**src/hw/slave_port_defines.vh**
```
// register offsets, field positions, reset values and timing for the slave byte port
`ifndef SLAVE_PORT_DEFINES_VH
`define SLAVE_PORT_DEFINES_VH

`define ADDR_W            8
`define OFF_DATA_LATCH    8'h08
`define OFF_CTRL_PINS     8'h09
`define OFF_IRQ_FLAGS     8'h0C
`define OFF_STATUS_DIR    8'h89
`define OFF_IRQ_ENABLES   8'h8C
`define OFF_ANALOG_CFG    8'h9F
`define OFF_IRQ_CLEAR     8'hA0

`define BIT_IBF           7
`define BIT_OBF           6
`define BIT_INPUT_OVERFLOW_FLAG          5
`define BIT_MODE          4
`define BIT_PORT_IRQ      7
`define DIR_RESET         3'h7
`define ANALOG_RESET      5'h00
`define ANALOG_ALL_DIG    4'h6
`define ADFM_BIT          7

// four-phase instruction clock: phase count 0..3, phase two = 1, phase four = 3
`define PHASE_TWO         2'h1
`define PHASE_FOUR        2'h3

`endif

```
**src/hw/slave_byte_port.v**
```verilog
// slave byte port: external asynchronous 8-bit port with firmware register access
//
// Chosen here: the plain strobed port.
`timescale 1ns/10ps
module slave_byte_port
#(
  parameter DATA_W = 8
)
(
  // clock and reset
  input  wire              clk,
  input  wire              sys_rst,
  // firmware register port
  input  wire [7:0]        reg_addr,
  input  wire [7:0]        reg_wdata,
  input  wire              reg_wr,
  input  wire              reg_rd,
  output reg  [7:0]        reg_rdata,
  // external master pins
  input  wire [DATA_W-1:0] data_in,
  output reg  [DATA_W-1:0] data_out,
  output reg  [DATA_W-1:0] data_oe,
  input  wire              read_strobe_pin_n,
  input  wire              write_strobe_pin_n,
  input  wire              chip_select_pin_n,
  // interrupt
  output reg               irq
);

`include "slave_port_defines.vh"

  // -------------------------------------------------------
  // registers
  // -------------------------------------------------------
  reg [DATA_W-1:0] out_latch_r;
  reg [DATA_W-1:0] in_latch_r;
  reg              input_full_flag_r;
  reg              output_full_flag_r;
  reg              input_overflow_flag_r;
  reg              slave_mode_select_r;
  reg [2:0]        ctrl_dir_r;
  reg [2:0]        ctrl_out_r;
  reg [4:0]        analog_cfg_r;
  reg              port_irq_flag_r;
  reg              port_irq_enable_r;
  reg [1:0]        phase_r;

  // -------------------------------------------------------
  // pin synchronisers: three stages for the strobes, two for the data, stage one feeds stage two only
  // -------------------------------------------------------
  reg [2:0]        rd_s_r;
  reg [2:0]        wr_s_r;
  reg [2:0]        cs_s_r;
  reg [DATA_W-1:0] din_s1_r;
  reg [DATA_W-1:0] din_s2_r;
  reg              rd_n_r;
  reg              wr_n_r;
  reg              cs_n_r;

  always @(posedge clk)
  begin
    if (sys_rst)
    begin
      rd_s_r <= 3'h7;
      wr_s_r <= 3'h7;
      cs_s_r <= 3'h7;
      rd_n_r <= 1'b1;
      wr_n_r <= 1'b1;
      cs_n_r <= 1'b1;
      din_s1_r <= {DATA_W{1'b0}};
      din_s2_r <= {DATA_W{1'b0}};
    end
    else
    begin
      rd_s_r <= {rd_s_r[1:0], read_strobe_pin_n};
      wr_s_r <= {wr_s_r[1:0], write_strobe_pin_n};
      cs_s_r <= {cs_s_r[1:0], chip_select_pin_n};
      din_s1_r <= data_in;
      din_s2_r <= din_s1_r;
      // a level counts only once stages two and three agree
      if (rd_s_r[1] == rd_s_r[2])
        rd_n_r <= rd_s_r[2];
      if (wr_s_r[1] == wr_s_r[2])
        wr_n_r <= wr_s_r[2];
      if (cs_s_r[1] == cs_s_r[2])
        cs_n_r <= cs_s_r[2];
    end
  end

  // -------------------------------------------------------
  // cycle detection
  // -------------------------------------------------------
  wire wr_act  = slave_mode_select_r & ~cs_n_r & ~wr_n_r;
  wire rd_act  = slave_mode_select_r & ~cs_n_r & ~rd_n_r;
  reg  wr_act_d_r;
  reg  rd_act_d_r;
  wire rd_start = rd_act & ~rd_act_d_r;
  // data pins pass only two flops, so sample them against stage two of the
  // strobes; gating on the slower confirmed level would latch the bus after release
  wire wr_cap   = slave_mode_select_r & ~cs_s_r[1] & ~wr_s_r[1];
  // full flags drop in the same cycle as the mode bit, never one cycle late
  wire mode_off = ~slave_mode_select_r | (wr_status & ~reg_wdata[`BIT_MODE]);
  // level-sensed end: active state dropped
  wire wr_end   = wr_act_d_r & ~wr_act;
  wire rd_end   = rd_act_d_r & ~rd_act;

  // completion waits for phase two, then lands on phase four
  reg  wr_pend_r;
  reg  rd_pend_r;
  reg  wr_seen2_r;
  reg  rd_seen2_r;
  wire wr_done = wr_pend_r & wr_seen2_r & (phase_r == `PHASE_FOUR);
  wire rd_done = rd_pend_r & rd_seen2_r & (phase_r == `PHASE_FOUR);

  // -------------------------------------------------------
  // register decode
  // -------------------------------------------------------
  wire wr_data   = reg_wr & (reg_addr == `OFF_DATA_LATCH);
  wire rd_data   = reg_rd & (reg_addr == `OFF_DATA_LATCH);
  wire wr_status = reg_wr & (reg_addr == `OFF_STATUS_DIR);
  wire wr_flags  = reg_wr & (reg_addr == `OFF_IRQ_FLAGS);
  wire wr_clear  = reg_wr & (reg_addr == `OFF_IRQ_CLEAR);

  always @(posedge clk)
  begin
    if (sys_rst)
    begin
      phase_r <= 2'h0;
      wr_act_d_r <= 1'b0;
      rd_act_d_r <= 1'b0;
      wr_pend_r <= 1'b0;
      rd_pend_r <= 1'b0;
      wr_seen2_r <= 1'b0;
      rd_seen2_r <= 1'b0;
      out_latch_r <= {DATA_W{1'b0}};
      in_latch_r <= {DATA_W{1'b0}};
      input_full_flag_r <= 1'b0;
      output_full_flag_r <= 1'b0;
      input_overflow_flag_r <= 1'b0;
      slave_mode_select_r <= 1'b0;
      ctrl_dir_r <= `DIR_RESET;
      ctrl_out_r <= 3'h0;
      analog_cfg_r <= `ANALOG_RESET;
      port_irq_flag_r <= 1'b0;
      port_irq_enable_r <= 1'b0;
    end
    else
    begin
      phase_r <= phase_r + 2'h1;
      wr_act_d_r <= wr_act;
      rd_act_d_r <= rd_act;
      // capture pin data while the write is active
      if (wr_cap)
        in_latch_r <= din_s2_r;
      // write and read completion tracking
      if (wr_end)
      begin
        wr_pend_r <= 1'b1;
        wr_seen2_r <= 1'b0;
      end
      else if (wr_done)
        wr_pend_r <= 1'b0;
      else if (wr_pend_r && phase_r == `PHASE_TWO)
        wr_seen2_r <= 1'b1;
      if (rd_end)
      begin
        rd_pend_r <= 1'b1;
        rd_seen2_r <= 1'b0;
      end
      else if (rd_done)
        rd_pend_r <= 1'b0;
      else if (rd_pend_r && phase_r == `PHASE_TWO)
        rd_seen2_r <= 1'b1;
      // firmware writes
      if (wr_data)
        out_latch_r <= reg_wdata[DATA_W-1:0];
      if (reg_wr && reg_addr == `OFF_CTRL_PINS)
        ctrl_out_r <= reg_wdata[2:0];
      if (wr_status)
      begin
        slave_mode_select_r <= reg_wdata[`BIT_MODE];
        ctrl_dir_r <= reg_wdata[2:0];
      end
      if (reg_wr && reg_addr == `OFF_ANALOG_CFG)
        analog_cfg_r <= {reg_wdata[`ADFM_BIT], reg_wdata[3:0]};
      if (reg_wr && reg_addr == `OFF_IRQ_ENABLES)
        port_irq_enable_r <= reg_wdata[`BIT_PORT_IRQ];
      // input full: set wins over the firmware read
      if (mode_off)
        input_full_flag_r <= 1'b0;
      else if (wr_done)
        input_full_flag_r <= 1'b1;
      else if (rd_data)
        input_full_flag_r <= 1'b0;
      // output full
      if (mode_off)
        output_full_flag_r <= 1'b0;
      else if (rd_start)
        output_full_flag_r <= 1'b0;
      else if (wr_data)
        output_full_flag_r <= 1'b1;
      // overflow: kept across mode off, firmware clears via status write
      if (wr_done && input_full_flag_r && !rd_data)
        input_overflow_flag_r <= 1'b1;
      else if (wr_status && !reg_wdata[`BIT_INPUT_OVERFLOW_FLAG])
        input_overflow_flag_r <= 1'b0;
      // port irq flag: hardware set wins over firmware clear
      if (wr_done || rd_done)
        port_irq_flag_r <= 1'b1;
      else if (wr_flags && !reg_wdata[`BIT_PORT_IRQ])
        port_irq_flag_r <= 1'b0;
      else if (wr_clear && reg_wdata[`BIT_PORT_IRQ])
        port_irq_flag_r <= 1'b0;
    end
  end

  // -------------------------------------------------------
  // read data and pin outputs
  // -------------------------------------------------------
  always @(posedge clk)
  begin
    if (sys_rst)
    begin
      reg_rdata <= 8'h00;
      data_out <= {DATA_W{1'b0}};
      data_oe <= {DATA_W{1'b0}};
      irq <= 1'b0;
    end
    else
    begin
      reg_rdata <= 8'h00;
      if (reg_rd)
      begin
        case (reg_addr)
          `OFF_DATA_LATCH:  reg_rdata <= in_latch_r;
          `OFF_CTRL_PINS:   reg_rdata <= {5'h00, ctrl_out_r};
          `OFF_IRQ_FLAGS:   reg_rdata <= {port_irq_flag_r, 7'h00};
          `OFF_STATUS_DIR:  reg_rdata <= {input_full_flag_r, output_full_flag_r,
                                          input_overflow_flag_r, slave_mode_select_r,
                                          1'b0, ctrl_dir_r};
          `OFF_IRQ_ENABLES: reg_rdata <= {port_irq_enable_r, 7'h00};
          `OFF_ANALOG_CFG:  reg_rdata <= {analog_cfg_r[4], 3'h0, analog_cfg_r[3:0]};
          default:          reg_rdata <= 8'h00;
        endcase
      end
      // the synchroniser delays the drive a few cycles after the strobes fall
      data_out <= out_latch_r;
      data_oe <= {DATA_W{rd_act}};
      irq <= port_irq_flag_r & port_irq_enable_r;
    end
  end

endmodule

```
**config.mk**
```make
export PLATFORM = sky130hd
export DESIGN_NAME = slave_byte_port
export DESIGN_NICKNAME = d
export VERILOG_FILES = /design/src/hw/slave_byte_port.v
export VERILOG_INCLUDE_DIRS = /design/src /design/src/hw
export SDC_FILE = /design/constraint.sdc
export NUM_CORES = 1
export LEC_CHECK = 0
export ABC_AREA = 1
export BUFFER_PORTS_ARGS = -buffer_cell sky130_fd_sc_hd__buf_2
export CORE_MARGIN = 3
export CORE_UTILIZATION = 45
export DETAILED_ROUTE_END_ITERATION = 8
export PLACE_DENSITY = 0.77
export SKIP_LAST_GASP = 1
export SLEW_MARGIN = 20
export SYNTH_ARGS = -nofsm -noshare
export SYNTH_HDL_FRONTEND = slang
export SYNTH_SLANG_ARGS = --single-unit
```
**constraint.sdc**
```tcl
create_clock -name clk -period 1.5 [get_ports clk]
set_input_delay 0.375 -clock clk [delete_from_list [all_inputs] [get_ports clk]]
set_output_delay 0.375 -clock clk [all_outputs]
set_load 0.01 [all_outputs]
```
==> flow_summary.toml, run 1 <==
[hold_path]
min_from = "write_strobe_pin_n"
min_to = "wr_s_r[0]"
holdPathStages = 2
hold_path_class = "in -> reg"

[setup_path]
reg2reg_setup_slack_ns = 0.46
r2r-end = "in_latch_r[5]"
cp.required_ns = 1.12
crit_fanout = 10
rr_startpoint = "slave_mode_select_r"
cp_data_arrival_time_ns = 0.93
cp_num_buf_inv = 1
reg2reg_depth = 4
cp_cell_sequence = "buf_2"
path_class = "reg -> out"
end_kind = "primary output"
cpMaxStageDelayCell = "dfxtp_2"
max_stage_delay_ns = 0.42
crit_family = "flip-flops"
cp-start-kind = "flop"

[synth]
ys_types = 31
synth-seq-area-share = 0.537
synth_top_family_by_area = "simple AND/OR/NAND/NOR gates"
ys_ff_latch = 86
yosys.area_share.adder = 0.00780
syn_area_um2 = 3210
syn_nets = 424
syn_inst = 391
synth_warnings = 0
synth_compound_gate_area_share = 0.108
synth_area_leaders = "dfxtp_1 54%, inv_1 7.4%, nor2_1 5.7%"
synth_top_cell_by_area = "dfxtp_1"
synth.top_cell.area_share = 0.537
yosys.area_share.xor_xnor = 0
yosys-mux-area-fraction = 0
yosys.area_share.simple = 0.231
syn_area_per_cell_um2 = 8.20

[power_and_ir_drop]
ir_drop_mv = 0.498
totalPowerFinal_mw = 4.12
combPwrFrac = 0.051
p_per_area_nw_per_um2 = 1080
intPower_mw = 3.17
p_sw_mw = 0.958
swShare = 0.232
pwr-share-seq = 0.565
p_leak_nw = 1.75
power_frac_clock = 0.385

[place]
routabilityCongestion = 0.871
io_buffers = 55
place_ws_ns = -0.0291
dp_hpwl_um = 4760

[timing]
hold_viol = 0
min_period_ns = 1.31
timing.fmax_mhz = 766
rsz0062_at_grt = "false"
hold_ws_ns = 0.194
maxSlewHeadroom = 0.787
setup_viol = 0
tightest_slew_ns = 0.320
fin_crit_sh = 0.870
skew_ns = 0.00813
finalMaxSlewViolations = 0
tns_ns = 0
timing.final.ws_setup_ns = 0.194

[clock_network]
htreeDepth = 3
cts.repair.resized = 0
root_buffer = "clkbuf_8"
clock_sinks = 86
clock_latency_ns = 0.35
clk_pin_slew_ns = 0.09
cts_tree = "built"
cts_inserted_buffers = 9
post_cts_buffers = 0
clockBufferDepth = 2
hold_buffers = 0

[final_layout]
drive_above_1_share = 0.258
diodes = 0
final_core_util = 0.554
fillers = 634
layout.nets = 485
area_growth_pct = 18.6

[floorplan]
core_um2 = 6870
rows = 30
die_h_um = 90.4
die_area_um2 = 8180
ioPinCount = 56
start_util = 0.467
fp.dieW_um = 90.4

[drt]
wl_per_cell_um = 11.5
finalWirelength_um = 6380
drtIter0Drc = 180
vias_per_cell = 4.60
vias = 2544
ant_nets = 0
drtPass1Iterations = 4
drc_errors = 0

[grt]
grt_pass1_vias = 2486
grt_usage = 0.168
antenna_found_initial = 0
grt_pass1_wl_um = 11000
grt-ovfl-total = 0
grt_max_degree = 25

[status]
status = "complete, no violations"

[flow_run]
max_cap_violations = 0
kinds of logic after synthesis:
group / Yosys count
adder cells (fa/ha/maj): 2
buffers and inverters: 88
flip-flops: 86
AND/OR/NAND/NOR: 149
AO/OA/AOI/OAI: 66
worst max-delay path by stage:
stage / start / endpoint / slack, ns / cells past startpoint
after floorplan: reg_addr[6] / slave_mode_select_r / 0.21 / 8
after global placement: reg_addr[6] / analog_cfg_r[1] / 0.05 / 7
after CTS: data_oe[0] / data_oe[2] / 0.06 / 1
after detailed placement: reg_addr[6] / analog_cfg_r[2] / -0.03 / 7
after global routing: data_oe[0] / data_oe[5] / 0.13 / 1
final: data_oe[0] / data_oe[7] / 0.19 / 1
cell type report:
class / instances / area, um2 / share of cell area
Sequential cell: 86 / 1720 / 0.453
Multi-Input combinational cell: 217 / 1110 / 0.292
Timing Repair Buffer: 69 / 393 / 0.103
Inverter: 69 / 260 / 0.0684
Clock buffer: 9 / 124 / 0.0326
Tap cell: 96 / 120 / 0.0316
Clock inverter: 7 / 72.6 / 0.0191
placed cells by master, fill, tap and decap left out, types with 2 or more instances in the layout:
| master | n |
|---|---|
| o21ai_0 | 26 |
| o21ai_1 | 6 |
| dfxtp_1 | 85 |
| clkinvlp_4 | 2 |
| buf_2 | 55 |
| nand2_1 | 37 |
| clkbuf_8 | 9 |
| nor2_8 | 2 |
| nor3_2 | 2 |
| a21oi_1 | 30 |
| nand2_2 | 4 |
| and2_1 | 2 |
| buf_4 | 13 |
| clkinv_2 | 3 |
| nor2_4 | 4 |
| nor2_1 | 49 |
| nand3_1 | 29 |
| nor3_1 | 8 |
| or2_2 | 7 |
| inv_2 | 5 |
| inv_1 | 63 |
| ha_1 | 2 |
through the flow:
step	instance area, um2	std cells
after floorplan	3210	391
after global placement	3610	537
after detailed placement	3610	537
after CTS	3800	553
after global routing	3800	553
final	3800	553
layer usage:
| metal | vias up | global-route usage | wire, um |
|---|---|---|---|
| met5 | - | 0 | 0 |
| met3 | 11 | 0.0517 | 423 |
| met2 | 80 | 0.265 | 2860 |
| met4 | 0 | 0.0791 | 139 |
| met1 | 1119 | 0.210 | 2960 |
| li1 | 1334 | - | - |
cell usage after synthesis (all sizes together):
cell type / number
and2: 2
o22ai: 2
a21oi: 31
nand2: 42
nor3: 10
nor2: 56
o21ai: 33
ha: 2
clkinv: 1
buf: 13
nand4: 2
inv: 68
dfxtp: 86
or2: 7
nand3: 30
clkbuf: 6
power groups by stage:
stage	Clock [mW]	Combinational [mW]	Sequential [mW]
3_5_place_dp	0	0.209	2.38
2_1_floorplan	0	0.121	2.38
4_1_cts	1.63	0.210	2.33
3_3_place_gp	0	0.205	2.38
6_report	1.59	0.210	2.33
5_1_grt	1.71	0.240	2.33
sequential cells by signal (all words and copies together) (netlist names), 3 cells and up:
name	cells
rd_s_r	3
analog_cfg_r	5
out_latch_r	8
cs_s_r	3
wr_s_r	3
ctrl_out_r	3
data_out	8
din_s2_r	8
din_s1_r	8
in_latch_r	8
ctrl_dir_r	3
reg_rdata	8
Power figures use the tool's default switching activity.
==> run 2: changes to the inputs <==
--- a/config.mk
+++ b/config.mk
@@ -8,6 +8,7 @@
 export LEC_CHECK = 0
 export ABC_AREA = 1
 export BUFFER_PORTS_ARGS = -buffer_cell sky130_fd_sc_hd__buf_2
+export CORE_ASPECT_RATIO = 0.5
 export CORE_MARGIN = 3
 export CORE_UTILIZATION = 45
 export DETAILED_ROUTE_END_ITERATION = 8
==> constraint.sdc (replaced) <==
create_clock -name clk -period 1.5 [get_ports clk]
set_input_delay 0.45 -clock clk [delete_from_list [all_inputs] [get_ports clk]]
set_output_delay 0.45 -clock clk [all_outputs]
set_load 0.01 [all_outputs]
==> run 2 against run 1 <==
  * Sequential share of layout area shrank 1.5 points
  * First-iteration DRC count shrank 4.4%
  * Critical endpoint is now data_oe[2]
  * Cell area grew 3.4%
==> flow_summary.toml, run 2 (same netlist as run 1, synthesis figures left out) <==
[setup_path]
cp.required_ns = 1.05
crit_family = "flip-flops"
end_kind = "primary output"
cp_cell_sequence = "buf_2"
cp_num_buf_inv = 1
crit_fanout = 10
path_class = "reg -> out"
max_stage_delay_ns = 0.40
cpMaxStageDelayCell = "dfxtp_2"
r2r-end = "in_latch_r[7]"
reg2reg_setup_slack_ns = 0.39
cp-start-kind = "flop"
reg2reg_depth = 4
rr_startpoint = "slave_mode_select_r"
cp_data_arrival_time_ns = 0.90

[drt]
vias_per_cell = 4.59
wl_per_cell_um = 11.6
drtPass1Iterations = 5
ant_nets = 0
drc_errors = 0
finalWirelength_um = 6440
drtIter0Drc = 172
vias = 2536

[status]
status = "complete, no violations"

[clock_network]
post_cts_buffers = 0
clock_sinks = 86
clock_latency_ns = 0.33
hold_buffers = 0
clk_pin_slew_ns = 0.06
cts_inserted_buffers = 9
cts.repair.resized = 0
clockBufferDepth = 2
root_buffer = "clkbuf_16"
htreeDepth = 3
cts_tree = "built"

[floorplan]
die_area_um2 = 8240
rows = 21
core_um2 = 6810
fp.dieW_um = 125
ioPinCount = 56
start_util = 0.471
die_h_um = 65.7

[timing]
maxSlewHeadroom = 0.787
hold_viol = 0
skew_ns = 0.00548
hold_ws_ns = 0.292
tightest_slew_ns = 0.319
finalMaxSlewViolations = 0
rsz0062_at_grt = "false"
setup_viol = 0
min_period_ns = 1.35
timing.fmax_mhz = 742
fin_crit_sh = 0.898

[power_and_ir_drop]
combPwrFrac = 0.045
p_leak_nw = 1.82
p_sw_mw = 1.01
swShare = 0.213
power_frac_clock = 0.464
pwr-share-seq = 0.491
intPower_mw = 3.74
totalPowerFinal_mw = 4.74
p_per_area_nw_per_um2 = 1210
ir_drop_mv = 0.482

[final_layout]
final_cell_mix = "85 x dfxtp_1, 63 x inv_1, 55 x buf_2, 49 x nor2_1, 37 x nand2_1"
drive_above_1_share = 0.262
layout.nets = 489
fillers = 597
final_common_cell = "dfxtp_1"
finalNonFillerCells = 553
diodes = 0
area_growth_pct = 22.7

[hold_path]
min_to = "cs_s_r[0]"
holdPathStages = 2
hold_path_class = "in -> reg"
min_from = "chip_select_pin_n"

[place]
io_buffers = 55
routabilityCongestion = 0.869
dp_cells = 537
dp_hpwl_um = 4600

[grt]
antenna_found_initial = 0
grt-ovfl-total = 0
grt_max_degree = 27
grt_pass1_wl_um = 10700
grt_pass1_vias = 2354
grt_usage = 0.165

[flow_run]
max_cap_violations = 0
[run 2: cell count changes in the layout (fill, tap and decap cells not counted)]
cell and change:
clkbuf_16 +9, clkbuf_8 -8, buf_4 +4, clkbuf_1 +1, clkinv_2 -1, inv_6 -1
[run 2: worst max path at each step]
stage / slack, ns / depth (start not counted) / to / startpoint
5_1_grt: 0.08 / 7 / analog_cfg_r[1] / reg_addr[6]
6_report: 0.15 / 1 / data_oe[2] / data_oe[0]
3_5_place_dp: -0.12 / 7 / analog_cfg_r[1] / reg_addr[6]
4_1_cts: 0.02 / 1 / data_oe[2] / data_oe[0]
2_1_floorplan: 0.14 / 8 / slave_mode_select_r / reg_addr[6]
3_3_place_gp: -0.05 / 7 / analog_cfg_r[3] / reg_addr[6]
[run 2: power by group through the flow]
stage | registers, mW | clock network [mW] | logic, mW
after floorplan | 2.38 | 0 | 0.121
after global placement | 2.38 | 0 | 0.207
after detailed placement | 2.38 | 0 | 0.210
after CTS | 2.33 | 2.22 | 0.213
after global routing | 2.33 | 2.33 | 0.238
final | 2.33 | 2.20 | 0.212
[run 2: cell type report]
cell class                      count  area, um2  share of cell area
Clock buffer                       11        243              0.0617
Clock inverter                      5       58.8              0.0149
Inverter                           69        260              0.0661
Multi-Input combinational cell    217       1110               0.283
Sequential cell                    86       1720               0.438
Tap cell                           92        115              0.0293
Timing Repair Buffer               73        423               0.107
[run 2: layer usage]
layer  GRT usage  vias up  routed length, um
met5           0        -                  0
met1       0.206     1123               3060
met2       0.265       62               2920
met3      0.0544        9                369
li1            -     1342                  -
met4      0.0730        0                 88
[run 2: worst register-to-register path: stages (launching register included)]
cell	delay (ns)
dfxtp_1	0.44
nand3_1	0.11
buf_4	0.19
o21ai_0	0.20
a21oi_1	0.06
[run 2: metrics by stage]
stage,instance area [um2],setup WS (ns),setup TNS (ns),utilization
final,3940,0.153,0,0.578
after global routing,3940,0.0754,0,0.578
after CTS,3930,0.0224,0,0.578
after detailed placement,3630,-0.123,-0.704,0.534
after global placement,3630,-0.0481,-0.233,0.534
after floorplan,3210,0.137,0,-
==> run 3: changes to the inputs <==
--- a/config.mk
+++ b/config.mk
@@ -12,7 +12,7 @@
 export CORE_MARGIN = 3
 export CORE_UTILIZATION = 45
 export DETAILED_ROUTE_END_ITERATION = 8
-export PLACE_DENSITY = 0.77
+export PLACE_DENSITY = 0.78
 export SKIP_LAST_GASP = 1
 export SLEW_MARGIN = 20
 export SYNTH_ARGS = -nofsm -noshare
==> constraint.sdc (replaced) <==
create_clock -name clk -period 1.4 [get_ports clk]
set_input_delay 0.42 -clock clk [delete_from_list [all_inputs] [get_ports clk]]
set_output_delay 0.42 -clock clk [all_outputs]
set_load 0.01 [all_outputs]
==> run 3 against run 2 <==
  * Cell count grew 0.72%
  * Flip-flop and latch count is the same
  * Total power grew 10%
  * Sequential share of layout area shrank 0.63 points
  * Critical path type unchanged
  * Sequential power grew 7%
  * Critical path depth is the same
  * Core utilization grew 0.85 points
  * Clock-buffer cell count shrank 2
  * Clock power grew 14%
  * Routed wire length shrank 0.54%
  * Highest routed layer unchanged
  * Worst setup slack lost 0.066 ns
==> flow_summary.toml, run 3 (same netlist as run 1, synthesis figures left out) <==
[status]
status = "complete, no violations"

[clock_network]
clockBufferDepth = 2
hold_buffers = 0
htreeDepth = 3
cts_tree = "built"
root_buffer = "clkbuf_16"
cts_inserted_buffers = 9
clock_latency_ns = 0.33
clock_sinks = 86
clk_pin_slew_ns = 0.06

[drt]
finalWirelength_um = 6400
drtIter0Drc = 116
drtPass1Iterations = 5
vias = 2555
vias_per_cell = 4.59
wl_per_cell_um = 11.5
drc_errors = 0
ant_nets = 0

[flow_run]
max_cap_violations = 0

[setup_path]
path_class = "reg -> out"
cp.required_ns = 0.98
reg2reg_setup_slack_ns = 0.34
max_stage_delay_ns = 0.40
r2r-end = "input_overflow_flag_r"
crit_fanout = 10
cp_data_arrival_time_ns = 0.89
cp_cell_sequence = "buf_2"
rr_startpoint = "phase_r[0]"
cp_num_buf_inv = 1
cp-start-kind = "flop"
crit_family = "flip-flops"
crit_end = "data_oe[0]"
path_depth = 1
worstSetupStartpoint = "data_oe[0]"
cpMaxStageDelayCell = "dfxtp_2"
reg2reg_depth = 5
end_kind = "primary output"

[timing]
min_period_ns = 1.31
setup_viol = 0
hold_ws_ns = 0.267
fin_crit_sh = 0.938
timing.fmax_mhz = 761
rsz0062_at_grt = "false"
skew_ns = 0.00502
tns_ns = 0
tightest_slew_ns = 0.304
finalMaxSlewViolations = 0
maxSlewHeadroom = 0.796
timing.final.ws_setup_ns = 0.0863
hold_viol = 0

[floorplan]
rows = 21
fp.dieW_um = 125
ioPinCount = 56
die_h_um = 65.7
die_area_um2 = 8240
start_util = 0.471
core_um2 = 6810

[power_and_ir_drop]
p_per_area_nw_per_um2 = 1310
p_leak_nw = 1.85
totalPowerFinal_mw = 5.23
ir_drop_mv = 0.542

[final_layout]
drive_above_1_share = 0.271
final_common_cell = "dfxtp_1"
final_core_util = 0.587
layout.nets = 493
fin_area_um2 = 3990
final_cell_mix = "85 x dfxtp_1, 63 x inv_1, 55 x buf_2, 49 x nor2_1, 37 x nand2_1"
area_growth_pct = 24.5
diodes = 0
finalNonFillerCells = 557

[grt]
grt_pass1_vias = 2378
grt_max_degree = 24
use_met2 = 0.280
antenna_found_initial = 0
grt-ovfl-total = 0
grt_pass1_wl_um = 10600
grt_usage = 0.165
top_usage_layer = "met2"
grtUsageMet1 = 0.194
use_met3 = 0.0649

[place]
routabilityCongestion = 0.836
dp_hpwl_um = 4750
place_ws_ns = -0.229
dp_cells = 541
dpl-instance-area_um2 = 3660
io_buffers = 55

[hold_path]
hold_path_class = "in -> reg"
run 3: cell types whose count changed in the layout (fill, tap and decap cells not counted):
cell / before / now
buf_4: 17 / 21
bufinv_16: 1 / 2
clkbuf_1: 1 / 0
clkbuf_8: 1 / 0
inv_6: 0 / 1
nor3_2: 2 / 1
nor3_4: 0 / 1
run 3: repair_timing:
item,in CTS,in global routing
gates resized for setup,1,1
pin swaps,0,1
cloned,0,0
buffers inserted,0,0
setup endpoints to repair,8,2
run 3: worst min-delay path by stage:
stage,startpoint,endpoint,slack [ns],cells after the start
2_1_floorplan,din_s1_r[0],din_s2_r[0],0.39,2
3_3_place_gp,din_s1_r[7],din_s2_r[7],0.39,2
3_5_place_dp,wr_s_r[0],wr_s_r[1],0.39,1
4_1_cts,read_strobe_pin_n,rd_s_r[0],0.25,2
5_1_grt,read_strobe_pin_n,rd_s_r[0],0.25,2
6_report,read_strobe_pin_n,rd_s_r[0],0.27,2
run 3: final cells by class:
cell class                      count  area (um2)
Clock buffer                        9         225
Clock inverter                      7        97.6
Fill cell                         591        2810
Inverter                           69         260
Multi-Input combinational cell    217        1120
Sequential cell                    86        1720
Tap cell                           92         115
Timing Repair Buffer               77         453
run 3: report_power, final:
| group | switching [mW] | internal [mW] | total [mW] |
|---|---|---|---|
| logic | 0.142 | 0.0902 | 0.232 |
| clock network | 0.937 | 1.57 | 2.50 |
| registers | 0.0122 | 2.49 | 2.50 |
run 3: per-layer routing:
metal  part of all wire  vias up
li1                   -     1351
met1               0.46     1127
met2               0.45       71
met3              0.076        6
met4              0.011        0
met5                  0        -
